## config.mk

```make
export PLATFORM = sky130hd
export DESIGN_NAME = lfg_fire_guard_buffer
export DESIGN_NICKNAME = d
export VERILOG_FILES = /design/src/design/lfg_pkg.sv /design/src/design/lfg_fire_guard_buffer.sv /design/src/design/lfg_spacing_timer.sv /design/src/design/lfg_slice_mem.sv
export VERILOG_INCLUDE_DIRS = /design/src /design/src/design
export SDC_FILE = /design/constraint.sdc
export NUM_CORES = 2
export LEC_CHECK = 0
export BUFFER_PORTS_ARGS = -buffer_cell sky130_fd_sc_hd__buf_2
export CAP_MARGIN = 20
export CORE_UTILIZATION = 46
export CTS_BUF_LIST = sky130_fd_sc_hd__clkbuf_16
export DETAILED_ROUTE_END_ITERATION = 12
export MAX_ROUTING_LAYER = met4
export SLEW_MARGIN = 40
export SYNTH_ARGS = -nofsm -noshare
export SYNTH_HDL_FRONTEND = slang
export SYNTH_SLANG_ARGS = --single-unit
```

## constraint.sdc

```tcl
create_clock -name clk_i -period 4.24 [get_ports clk_i]
set_input_delay 1.06 -clock clk_i [delete_from_list [all_inputs] [get_ports clk_i]]
set_output_delay 1.06 -clock clk_i [all_outputs]
set_load 0.02 [all_outputs]
```

## src/design/lfg_params.svh

```systemverilog
// Purpose: Shared constants of the laser fire guard and rate buffer
// Assumes: 50 MHz clock
// Notes:   Definitions only
`ifndef LFG_PARAMS_SVH
`define LFG_PARAMS_SVH

// Clock rate and spacing times
`define LFG_CLK_MHZ      50
`define LFG_SLOW_US      200
`define LFG_FAST_US      100

// Length of the power-on clear pulse in cycles
`define LFG_INIT_CYCLES  16

// Rate select codes; any other code disables firing
`define LFG_SEL_SLOW     2'h0
`define LFG_SEL_FAST     2'h1
`define LFG_SEL_OFF      2'h2

// Buffer slice widths and default depth
`define LFG_RANGE_W      10
`define LFG_SHOT_W       10
`define LFG_FLAG_W       2
`define LFG_FLAG_SCAN    1
`define LFG_FLAG_ELEV    0
`define LFG_FIFO_DEPTH   64

`endif

```

## src/design/lfg_pkg.sv

```systemverilog
// Purpose: Types and the mode decode of the laser fire guard
// Assumes: lfg_params.svh gives the select codes
// Notes:   Nothing here is imported; use lfg_pkg::name
`include "lfg_params.svh"

package lfg_pkg;

    // Fire rate setting
    typedef enum logic [1:0] {
        LFG_MODE_SLOW,
        LFG_MODE_FAST,
        LFG_MODE_OFF
    } lfg_mode_t;

    // Fire guard states
    typedef enum logic {
        LFG_GRD_IDLE,
        LFG_GRD_FIRE
    } lfg_guard_t;

    // Decode the rate select inputs; unknown codes fall to disable
    function automatic lfg_mode_t lfg_decode(input logic [1:0] sel);
        lfg_mode_t m;
        m = LFG_MODE_OFF;
        if (sel == `LFG_SEL_SLOW) begin
            m = LFG_MODE_SLOW;
        end else if (sel == `LFG_SEL_FAST) begin
            m = LFG_MODE_FAST;
        end
        return m;
    endfunction

endpackage

```

## src/design/lfg_fire_guard_buffer.sv

```systemverilog
// Purpose: Laser fire rate guard and range rate buffer
// Assumes: All inputs synchronous to clk_i
// Notes:   Spacing counts are parameters so simulation can shorten them
`timescale 1ns/1ps
`include "lfg_params.svh"

module lfg_fire_guard_buffer #(
    parameter int SLOW_CYCLES = `LFG_SLOW_US * `LFG_CLK_MHZ,
    parameter int FAST_CYCLES = `LFG_FAST_US * `LFG_CLK_MHZ,
    parameter int FIFO_DEPTH  = `LFG_FIFO_DEPTH
) (
    // Clock, reset, enable
    input  wire logic                    clk_i,
    input  wire logic                    rst_i,
    input  wire logic                    ce_i,
    input  wire logic                    power_up_reset_i,
    // Fire request sources
    input  wire logic                    mirror_encoder_pulse_i,
    input  wire logic                    elevation_hit_latched_i,
    input  wire logic                    azimuth_hit_latched_i,
    input  wire logic [1:0]              rate_select_i,
    // Receiver and scan data
    input  wire logic                    rx_data_ready_i,
    input  wire logic [`LFG_RANGE_W-1:0] rx_range_i,
    input  wire logic [`LFG_SHOT_W-1:0]  shot_sequence_number_i,
    input  wire logic                    scan_complete_flag_i,
    input  wire logic                    elevation_sweep_complete_flag_i,
    // Telemetry requests
    input  wire logic                    tlm_laser_selected_i,
    input  wire logic                    tlm_word_rate_i,
    // Laser side
    output logic                         fire_laser_o,
    output logic                         fast_limit_led_o,
    output logic                         power_on_clear_pulse_o,
    // Buffered telemetry side
    output logic                         laser_data_here_o,
    output logic [`LFG_RANGE_W-1:0]      buf_range_o,
    output logic [`LFG_SHOT_W-1:0]       buf_shot_o,
    output logic                         buf_scan_complete_o,
    output logic                         buf_elev_complete_o
);
    localparam int IW = $clog2(`LFG_INIT_CYCLES + 1);

    typedef struct packed {
        lfg_pkg::lfg_guard_t guard;
        logic                fire;
        logic                fast_led;
        logic                here;
        logic                req_d;
        logic                rdy_d;
        logic                so_n_d;
        logic                pur_d;
        logic [IW-1:0]       init_cnt;
        logic                init;
    } lfg_top_t;

    lfg_top_t            st;
    lfg_top_t            next_st;
    lfg_pkg::lfg_mode_t  mode;
    logic                req;
    logic                req_rise;
    logic                sel_busy;
    logic                start;
    logic [1:0]          busy;
    logic                so_n;
    logic                so_fall;
    logic                rdy_rise;
    logic                wr_ok;
    logic [2:0]          slice_full;
    logic [2:0]          slice_output_ready;
    logic [`LFG_FLAG_W-1:0] flags_in;
    logic [`LFG_FLAG_W-1:0] flags_out;

    // Setting decode and request forming
    always_comb begin
        mode     = lfg_pkg::lfg_decode(rate_select_i);
        req      = elevation_hit_latched_i && azimuth_hit_latched_i
                   && mirror_encoder_pulse_i;
        req_rise = req && !st.req_d;
        sel_busy = (mode == lfg_pkg::LFG_MODE_FAST) ? busy[1] : busy[0];
    end

    // Buffer strobes: capture on ready rise, shift on strobe fall
    always_comb begin
        so_n     = !(tlm_laser_selected_i && tlm_word_rate_i);
        so_fall  = st.so_n_d && !so_n;
        rdy_rise = rx_data_ready_i && !st.rdy_d;
        wr_ok    = rdy_rise && !st.init;
        flags_in = '0;
        flags_in[`LFG_FLAG_SCAN] = scan_complete_flag_i;
        flags_in[`LFG_FLAG_ELEV] = elevation_sweep_complete_flag_i;
    end

    // Guard, init pulse and indicator next state
    always_comb begin
        next_st        = st;
        start          = 1'b0;
        next_st.req_d  = req;
        next_st.rdy_d  = rx_data_ready_i;
        next_st.so_n_d = so_n;
        next_st.pur_d  = power_up_reset_i;
        next_st.here   = &slice_output_ready;
        next_st.fast_led = (mode == lfg_pkg::LFG_MODE_FAST);
        // Short clearing pulse after reset or a power-up rise
        if (power_up_reset_i && !st.pur_d) begin
            next_st.init_cnt = IW'(`LFG_INIT_CYCLES);
        end else if (st.init_cnt != '0) begin
            next_st.init_cnt = st.init_cnt - 1'b1;
        end
        next_st.init = (next_st.init_cnt != '0);
        unique case (st.guard)
            lfg_pkg::LFG_GRD_IDLE: begin
                // Early edges are dropped, not held back
                if (req_rise && !sel_busy && !st.init
                    && mode != lfg_pkg::LFG_MODE_OFF) begin
                    start         = 1'b1;
                    next_st.fire  = 1'b1;
                    next_st.guard = lfg_pkg::LFG_GRD_FIRE;
                end
            end
            lfg_pkg::LFG_GRD_FIRE: begin
                // Pulse follows the request until it drops
                if (!req) begin
                    next_st.fire  = 1'b0;
                    next_st.guard = lfg_pkg::LFG_GRD_IDLE;
                end
            end
        endcase
        // Disable or clearing pulse forces the laser line low
        if (mode == lfg_pkg::LFG_MODE_OFF || st.init) begin
            next_st.fire  = 1'b0;
            next_st.guard = lfg_pkg::LFG_GRD_IDLE;
        end
        if (st.init) begin
            next_st.here = 1'b0;
        end
    end

    // State register; reset starts a clearing pulse too
    always_ff @(posedge clk_i or posedge rst_i) begin
        if (rst_i) begin
            st          <= '0;
            st.init_cnt <= IW'(`LFG_INIT_CYCLES);
            st.init     <= 1'b1;
            st.so_n_d   <= 1'b1;
        end else if (ce_i) begin
            st <= next_st;
        end
    end

    // Two one-shots, started by every accepted shot
    generate
        for (genvar i = 0; i < 2; i++) begin : g_timer
            lfg_spacing_timer #(
                .COUNT (i == 0 ? SLOW_CYCLES : FAST_CYCLES)
            ) u_timer (
                .clk_i   (clk_i),
                .rst_i   (rst_i),
                .ce_i    (ce_i),
                .clear_i (st.init),
                .start_i (start),
                .busy_o  (busy[i])
            );
        end
    endgenerate

    // Range slice
    lfg_slice_mem #(
        .W     (`LFG_RANGE_W),
        .DEPTH (FIFO_DEPTH)
    ) u_range (
        .clk_i       (clk_i),
        .rst_i       (rst_i),
        .ce_i        (ce_i),
        .clear_i     (st.init),
        .wr_i        (wr_ok),
        .wr_data_i   (rx_range_i),
        .full_o      (slice_full[0]),
        .rd_i        (so_fall),
        .out_ready_o (slice_output_ready[0]),
        .rd_data_o   (buf_range_o)
    );

    // Shot number slice
    lfg_slice_mem #(
        .W     (`LFG_SHOT_W),
        .DEPTH (FIFO_DEPTH)
    ) u_shot (
        .clk_i       (clk_i),
        .rst_i       (rst_i),
        .ce_i        (ce_i),
        .clear_i     (st.init),
        .wr_i        (wr_ok),
        .wr_data_i   (shot_sequence_number_i),
        .full_o      (slice_full[1]),
        .rd_i        (so_fall),
        .out_ready_o (slice_output_ready[1]),
        .rd_data_o   (buf_shot_o)
    );

    // Flag slice
    lfg_slice_mem #(
        .W     (`LFG_FLAG_W),
        .DEPTH (FIFO_DEPTH)
    ) u_flags (
        .clk_i       (clk_i),
        .rst_i       (rst_i),
        .ce_i        (ce_i),
        .clear_i     (st.init),
        .wr_i        (wr_ok),
        .wr_data_i   (flags_in),
        .full_o      (slice_full[2]),
        .rd_i        (so_fall),
        .out_ready_o (slice_output_ready[2]),
        .rd_data_o   (flags_out)
    );

    // Outputs from registers
    assign fire_laser_o           = st.fire;
    assign fast_limit_led_o       = st.fast_led;
    assign power_on_clear_pulse_o = st.init;
    assign laser_data_here_o      = st.here;
    assign buf_scan_complete_o    = flags_out[`LFG_FLAG_SCAN];
    assign buf_elev_complete_o    = flags_out[`LFG_FLAG_ELEV];

    // Gap since the last fire rise, for spacing checks
    logic [15:0] gap;
    logic        seen;
    int          sel_cnt;
    always_comb begin
        sel_cnt = (mode == lfg_pkg::LFG_MODE_FAST) ? FAST_CYCLES : SLOW_CYCLES;
    end
    always_ff @(posedge clk_i or posedge rst_i) begin
        if (rst_i) begin
            gap  <= '0;
            seen <= 1'b0;
        end else if (ce_i) begin
            if (next_st.fire && !st.fire) begin
                gap  <= '0;
                seen <= 1'b1;
            end else if (gap != 16'hFFFF) begin
                gap <= gap + 16'h0001;
            end
        end
    end
endmodule

```

## src/design/lfg_spacing_timer.sv

```systemverilog
// Purpose: One-shot interval timer for minimum fire spacing
// Assumes: COUNT of at least one cycle
// Notes:   busy_o stays high for COUNT cycles after a start
`timescale 1ns/1ps

module lfg_spacing_timer #(
    parameter int COUNT = 5000
) (
    // Clock, reset, enable
    input  wire logic clk_i,
    input  wire logic rst_i,
    input  wire logic ce_i,
    // Control
    input  wire logic clear_i,
    input  wire logic start_i,
    // Status
    output logic      busy_o
);
    localparam int CW = $clog2(COUNT + 1);

    typedef struct packed {
        logic [CW-1:0] cnt;
        logic          busy;
    } lfg_tmr_t;

    lfg_tmr_t st;
    lfg_tmr_t next_st;

    // Load on start, count down to zero
    always_comb begin
        next_st = st;
        if (clear_i) begin
            next_st = '0;
        end else if (start_i) begin
            next_st.cnt  = CW'(COUNT);
            next_st.busy = 1'b1;
        end else if (st.cnt != '0) begin
            next_st.cnt  = st.cnt - 1'b1;
            next_st.busy = (st.cnt != CW'(1));
        end
    end

    // State register
    always_ff @(posedge clk_i or posedge rst_i) begin
        if (rst_i) begin
            st <= '0;
        end else if (ce_i) begin
            st <= next_st;
        end
    end

    assign busy_o = st.busy;
endmodule

```

## src/design/lfg_slice_mem.sv

```systemverilog
// Purpose: One slice of the rate buffer, first in first out
// Assumes: DEPTH is a power of two
// Notes:   Head word waits in a register; out_ready_o marks it valid
`timescale 1ns/1ps

module lfg_slice_mem #(
    parameter int W     = 10,
    parameter int DEPTH = 64
) (
    // Clock, reset, enable
    input  wire logic         clk_i,
    input  wire logic         rst_i,
    input  wire logic         ce_i,
    input  wire logic         clear_i,
    // Fill side
    input  wire logic         wr_i,
    input  wire logic [W-1:0] wr_data_i,
    output logic              full_o,
    // Drain side
    input  wire logic         rd_i,
    output logic              out_ready_o,
    output logic [W-1:0]      rd_data_o
);
    localparam int AW = $clog2(DEPTH);

    typedef struct packed {
        logic [AW-1:0] wp;
        logic [AW-1:0] rp;
        logic [AW:0]   cnt;
        logic          rdy;
        logic [W-1:0]  data;
    } lfg_mem_t;

    lfg_mem_t     st;
    lfg_mem_t     next_st;
    logic [W-1:0] mem [DEPTH];
    logic         push;
    logic         pop;
    logic         load;

    // Writes to a full slice are dropped; head refills after a read
    always_comb begin
        next_st = st;
        push    = wr_i && !full_o && !clear_i;
        pop     = rd_i && st.rdy;
        load    = (!st.rdy || pop) && (st.cnt != '0);
        if (push) begin
            next_st.wp = st.wp + 1'b1;
        end
        if (load) begin
            next_st.data = mem[st.rp];
            next_st.rp   = st.rp + 1'b1;
            next_st.rdy  = 1'b1;
        end else if (pop) begin
            next_st.rdy  = 1'b0;
        end
        next_st.cnt = st.cnt + {{AW{1'b0}}, push} - {{AW{1'b0}}, load};
        if (clear_i) begin
            next_st = '0;
        end
    end

    // State register
    always_ff @(posedge clk_i or posedge rst_i) begin
        if (rst_i) begin
            st <= '0;
        end else if (ce_i) begin
            st <= next_st;
        end
    end

    // Storage array
    always_ff @(posedge clk_i) begin
        if (ce_i && push) begin
            mem[st.wp] <= wr_data_i;
        end
    end

    assign full_o      = (st.cnt == (AW+1)'(DEPTH));
    assign out_ready_o = st.rdy;
    assign rd_data_o   = st.data;
endmodule

```

Word level (Yosys, flattened, before mapping)
Memories as Yosys holds them, arrays and structs flattened.
Cells that the tools add are included.
Word-level totals
  register bits: 125
  bits in writable memories: 1408
  input bits: 34
  output and inout bits: 26
  word-level logic and storage cells: 175
  memories: 3
Operators by class
  add/sub/neg operators: 15
  equal/unequal tests: 11
  multiplexer cells: 42
  bitwise logic cells: 1
  reductions and logical operators: 74
Memories
  u_range.mem: words 64, bits a word 10, rd ports 1, clocked after Yosys merged registers in 0, write ports 1, line lfg_slice_mem.sv:36  | logic [W-1:0] mem [DEPTH];
  u_shot.mem: words 64, bits a word 10, rd ports 1, clocked after Yosys merged registers in 0, write ports 1, line lfg_slice_mem.sv:36
  u_flags.mem: words 64, bits a word 2, rd ports 1, clocked after Yosys merged registers in 0, write ports 1, line lfg_slice_mem.sv:36
Operators by type and width (count)
  $mux W30: 2
  $mux W15: 3
  $mux W14: 3
  $add A6 B1 Y6 const B: 6
  $mux W6: 6
  $logic_and A1 B1 Y1: 26
  $mux W22: 1
  $reduce_and A2 Y1: 11
  $add A7 B1 Y7: 3
  $eq A7 B7 Y1 const B: 3
  $reduce_bool A7 Y1: 3
  $sub A7 B1 Y7: 3
  $mux W10: 2
  $mux W1: 16
  $reduce_bool A3 Y1: 5
  $ne A14 B1 Y1 const B: 1
  $reduce_bool A14 Y1: 1
  $sub A14 B1 Y14 const B: 1
  $ne A13 B1 Y1 const B: 1
  $reduce_bool A13 Y1: 1
  $sub A13 B1 Y13 const B: 1
  $logic_not A1 Y1: 12
  $mux W2: 6
  $reduce_bool A2 Y1: 6
  13 further kinds: 20

Depth between registers and ports, before layout
  word-level depth: 13
  gate-level depth with buffers: 14
  gate-level depth less buffers: 13

Hierarchy
Synthesis repeated with hierarchy kept, for this count alone.
Unflattened totals
  cell total of the unflattened synthesis: 3409
  area total of the unflattened synthesis: 62637.6 µm²
Modules (own cells, without submodules)
  lfg_slice_mem at u_range: instances 1, cells an instance 1403, area an instance 26764.4 µm², sequential area each 19969.2 µm²
  lfg_slice_mem at u_shot: instances 1, cells an instance 1279, area an instance 26439.1 µm², sequential area each 19969.2 µm²
  lfg_slice_mem at u_flags: instances 1, cells an instance 457, area an instance 6820.3 µm², sequential area each 4394.2 µm²
  lfg_spacing_timer at g_timer[0].u_timer: instances 1, cells an instance 104, area an instance 950.9 µm², sequential area each 375.4 µm²
  lfg_spacing_timer at g_timer[1].u_timer: instances 1, cells an instance 93, area an instance 888.4 µm², sequential area each 350.3 µm²
  lfg_fire_guard_buffer: instances 1, cells an instance 73, area an instance 774.5 µm², sequential area each 354.1 µm²

Worst setup path before layout
No wires, ideal clock.
  path kind: input -> register
  start point: input port tlm_laser_selected_i
  end point: register u_range.st[17] in the netlist's numbering
  library setup time: 0.116 ns
  data arrival time: 3.504 ns
  data required time: 4.124 ns
  path slack: 0.620 ns
  stages: 12
  buffers on the path: 1
  path through: nand3_1 > a2bb2oi_1 > clkbuf_1 > ha_1 > inv_1 > ha_1 > fa_1 > a21oi_1 > o21bai_1 > and3_1 > or3_1 > o311ai_0
On the way
  word-level cells in the longest chain between the ends: 7
Ends and longest elaborated chain
  start: declaration: line lfg_fire_guard_buffer.sv:29  | input wire logic tlm_laser_selected_i,
  $logic_and A1 B1 Y1: line lfg_fire_guard_buffer.sv:85  | so_n = !(tlm_laser_selected_i && tlm_word_rate_i);
  $logic_and A1 B1 Y1: line lfg_fire_guard_buffer.sv:86  | so_fall = st.so_n_d && !so_n;
  $logic_and A1 B1 Y1: line lfg_slice_mem.sv:45  | pop = rd_i && st.rdy;
  $logic_or A1 B1 Y1: line lfg_slice_mem.sv:46  | load = (!st.rdy || pop) && (st.cnt != '0);
  $logic_and A1 B1 Y1: line lfg_slice_mem.sv:46
  $sub A7 B1 Y7: line lfg_slice_mem.sv:57  | next_st.cnt = st.cnt + {{AW{1'b0}}, push} - {{AW{1'b0}}, load};
  $mux W30: line lfg_slice_mem.sv:58  | if (clear_i) begin
  end signal: assignment: line lfg_slice_mem.sv:68  | st <= next_st;
  end: declaration: line lfg_slice_mem.sv:34  | lfg_mem_t st;
Every way passes these cells.
A chain may end at the register's enable or synchronous reset.

Final worst setup path
  start point: register u_flags.st[8] in the netlist's numbering
  end point: register u_flags.st[9] in the netlist's numbering
On the way
  word-level cells in the longest chain between the ends: 7
  elaborated cells between the ends (all ways): 9
  classes of those cells: add/sub (2); eq/ne (1); mux (1); reduce/logical (5)
Ends and longest elaborated chain
  start: declaration: line lfg_slice_mem.sv:34
  start signal: assignment: line lfg_slice_mem.sv:68
  $eq A7 B7 Y1: line lfg_slice_mem.sv:79  | assign full_o = (st.cnt == (AW+1)'(DEPTH));
  $logic_not A1 Y1: line lfg_slice_mem.sv:44  | push = wr_i && !full_o && !clear_i;
  $logic_and A1 B1 Y1 (2 in series): line lfg_slice_mem.sv:44
  $add A7 B1 Y7: line lfg_slice_mem.sv:57
  $sub A7 B1 Y7 *: line lfg_slice_mem.sv:57
  $mux W22 *: line lfg_slice_mem.sv:58
Mark *: on every way between the ends. The rest lies on a longest branch, timed or not.

==> results.yml <==
grt:
  first_global_vias: 34100
  grt_overflow_total: 0
  antenna_found_initial: 0
  grt_pass1_wl_um: 220300
  grt_max_degree: 126
  grt.total_usage_pct: 22.46
final_layout:
  drive_above_1_share_pct: 23.79
  final_nets: 3671
  seq_area_mm2: 0.04544
  area_growth_syn_to_layout_pct: 13.88
  multi_input_area_mm2: 0.01550
  fin_cells: 5502
  fillers: 10380
setup_path:
  max_stage_delay_ps: 610
  critPathSlowestCell: "a2111oi_0"
  end_kind: "register"
  cp.depth: 13
  worst-setup-path-type: "register to register"
  cp_max_fo: 5
  worstPathArrival_ps: 4180
  path_cells: "inv_1 -> ha_1 -> and4bb_2 -> a22oi_2 -> ha_1 -> inv_1 -> ha_1 -> fa_1 -> a21oi_1 -> o21bai_1 -> a2111oi_0 -> o311ai_0 -> o311ai_0"
  path_buf_inv: 2
  rr_worst_depth: 13
  cp_common_cell: "ha_1"
  cp.required_ps: 4910
  start_kind: "register"
  critPathTopFamily: "compound AO/OA/AOI/OAI gates"
place:
  dp_hpwl_um: 92890
  dpl.cell_count: 5198
  port-buffer-count: 59
  place.gp.congestion: 0.8673
  place_ws_ps: 202.9
routing:
  routedWlPerCell_um: 26.79
  routed_wl_um: 147400
  first_pass_iters: 9
  avgViaCountPerCell: 5.963
  ant_nets: 0
  drtIter0Drc: 2896
  drcViolationCount: 10
  vias: 32810
floorplan:
  io_pins: 60
  fp.dieW_um: 369.5
  die_area_mm2: 0.1365
  core_mm2: 0.1336
  rows: 134
  fp.dieH_um: 369.5
  initial_core_util_pct: 46.48
timing:
  max_slew.worst_pin.slew_ps: 876.7
  setup_viol: 0
  rsz0062_at_grt: "false"
  final_hold_viol_count: 0
  final.setup.tns_ps: 0
  setup_slack_ps: 728.6
  fin_crit_sh_pct: 82.82
  slew_headroom_pct: 41.55
  timing.fmax_mhz: 284.8
  slew_viol_final: 0
  period_needed_ps: 3511
  fin_skew_ps: 47.38
pwr:
  powerDensity_mw_per_mm2: 452.6
  peakVddDrop_uv: 452.7
  p_leak_uw: 0.02259
logic_synthesis:
  netlist_area_mm2: 0.06211
  ys_warn_count: 0
  synth_top_cell_area_share_pct: 68.08
  synth.area.top_cells: "edfxtp_1 (68%), mux4_2 (11%), dfrtp_1 (4.9%), mux2i_1 (2.2%), nor2_1 (1.5%)"
  synth_ff_type: "edfxtp_1"
  synth_cell_types: 90
  yosysSeqAreaShare_pct: 73.12
  synth_area_leader_cell: "edfxtp_1"
  avgSynthCellArea_um2: 18.34
  ys_async_sr_fraction_pct: 8.154
  synth_edf_count: 1408
  syn_inst: 3386
  syn_nets: 3461
  ys_ff_latch: 1533
clocking:
  cts_setup_buffers: 0
  cts_resized: 0
  cts_sinks: 1533
  ctsHoldBuffers: 0
  clockRootBuffer: "clkbuf_16"
  cts.clk_slew.worst_paths_ps: 60
  numCtsBuffers: 161
  cts_max_level: 4
  tritoncts: "built"
  insertion_delay_ps: 800
  clockBufferDepth: 3
flow_run:
  maxCapViolCount: 0
outcome:
  violations: "design-rule violations"
  status: "finished, violations left"
hold_path:
  hold_path.class: "input pin to async pin"
==> kinds of logic (layout without fill, tap and decap cells) <==
logic type,Yosys count,after routing,share of synthesized area [%]
simple gates,631,631,4.980
buf+inv,264,611,1.980
xor+xnor,20,20,0.2820
flops,1533,1533,73.12
mux,469,469,13.74
fa+ha+maj,41,41,0.8622
other cells,0,1,0
compound gates,428,428,5.036
==> layout make-up <==
class / instances / share of cell area [%]
inverters: 46 / 0.2494
clock inverters: 139 / 1.788
repair buffers: 265 / 2.974
clock buffers: 161 / 5.696
flip-flops and latches: 1533 / 64.24
diodes: 1 / 0.003538
multi-input cells: 1589 / 21.92
well taps: 1768 / 3.128
==> sequential cells by signal, indices dropped and copies added (netlist names), 2 cells and up <==
name and flops:
st 10, u_range.rd_data_o 10, u_flags.rd_data_o 2, u_flags.mem 128, g_timer.u_timer.busy_o 2, u_flags.st 19, u_shot.mem 640, g_timer.u_timer.st 27
u_shot.st 19, u_range.st 19, u_range.mem 640, u_shot.rd_data_o 10
==> power breakdown <==
part | switching, µW | internal (µW)
sequential | 144 | 16600
clock | 5970 | 7910
combinational | 936 | 426
==> synth_stat cells, types with 29 or more instances <==
library cell     n
a21oi_1         46
a221oi_1        30
a32oi_1         30
buf_1           36
buf_2           56
buf_4           37
clkbuf_1        85
dfrtp_1        122
edfxtp_1      1408
ha_1            38
inv_1           45
mux2_2          29
mux2i_1        136
mux4_2         304
nand2_1        148
nand3_1         43
nor2_1         246
o21ai_0         68
o22ai_1         58
==> layout by cell type (no fill, tap or decap), types with 19 or more instances in the layout <==
cell type and count:
or3_1 20, clkinv_1 33, a21oi_1 46, nor3_1 20
mux2i_1 136, clkinv_2 20, nor2_1 241, clkbuf_16 161
mux4_2 304, nand3_1 43, a221oi_1 30, a32oi_1 30
o22ai_1 58, o221ai_1 22, ha_1 38, dfrtp_1 114
buf_4 209, edfxtp_1 1408, mux2_2 29, a22o_1 19
inv_1 92, nand2_1 147, o21ai_0 67, buf_2 40
==> layer usage <==
metal	GRT usage (%)	wire, µm
met2	36.36	73870
met3	3.258	8118
met5	-	0
met4	6.982	3914
met1	29.46	61480
==> per-stage QoR <==
step           util (%)  power [µW]  area [µm²]  hold slack, ps
2_1_floorplan         -       17830       62110           457.4
3_3_place_gp      48.81       18310       65230           469.5
3_5_place_dp      48.89       18420       65330           479.7
4_1_cts           52.85       32260       70620           393.4
5_1_grt           52.93       32990       70730           352.2
6_report          52.93       32010       70730           347.7
==> worst reg2reg max path, stage by stage (launching register included) <==
cell and delay, ps:
dfrtp_1 420, inv_1 140, ha_1 200, and4bb_2 290
a22oi_2 70, ha_1 290, inv_1 40, ha_1 200
fa_1 430, a21oi_1 170, o21bai_1 130, a2111oi_0 610
o311ai_0 250, o311ai_0 160
==> final timing paths <==
check | endpoint | slack [ps] | from
min reg2reg | fast_limit_led_o | 490 | fast_limit_led_o
max | u_flags.st[9] | 730 | u_flags.st[8]
max reg2reg | u_flags.st[9] | 730 | u_flags.st[8]
max in group asynchronous | u_shot.st[18] | 3150 | rst_i
min in group clk_i | st[7] | 450 | tlm_laser_selected_i
min | u_flags.st[21] | 350 | rst_i
No activity file was read; power rests on OpenSTA's default activity.
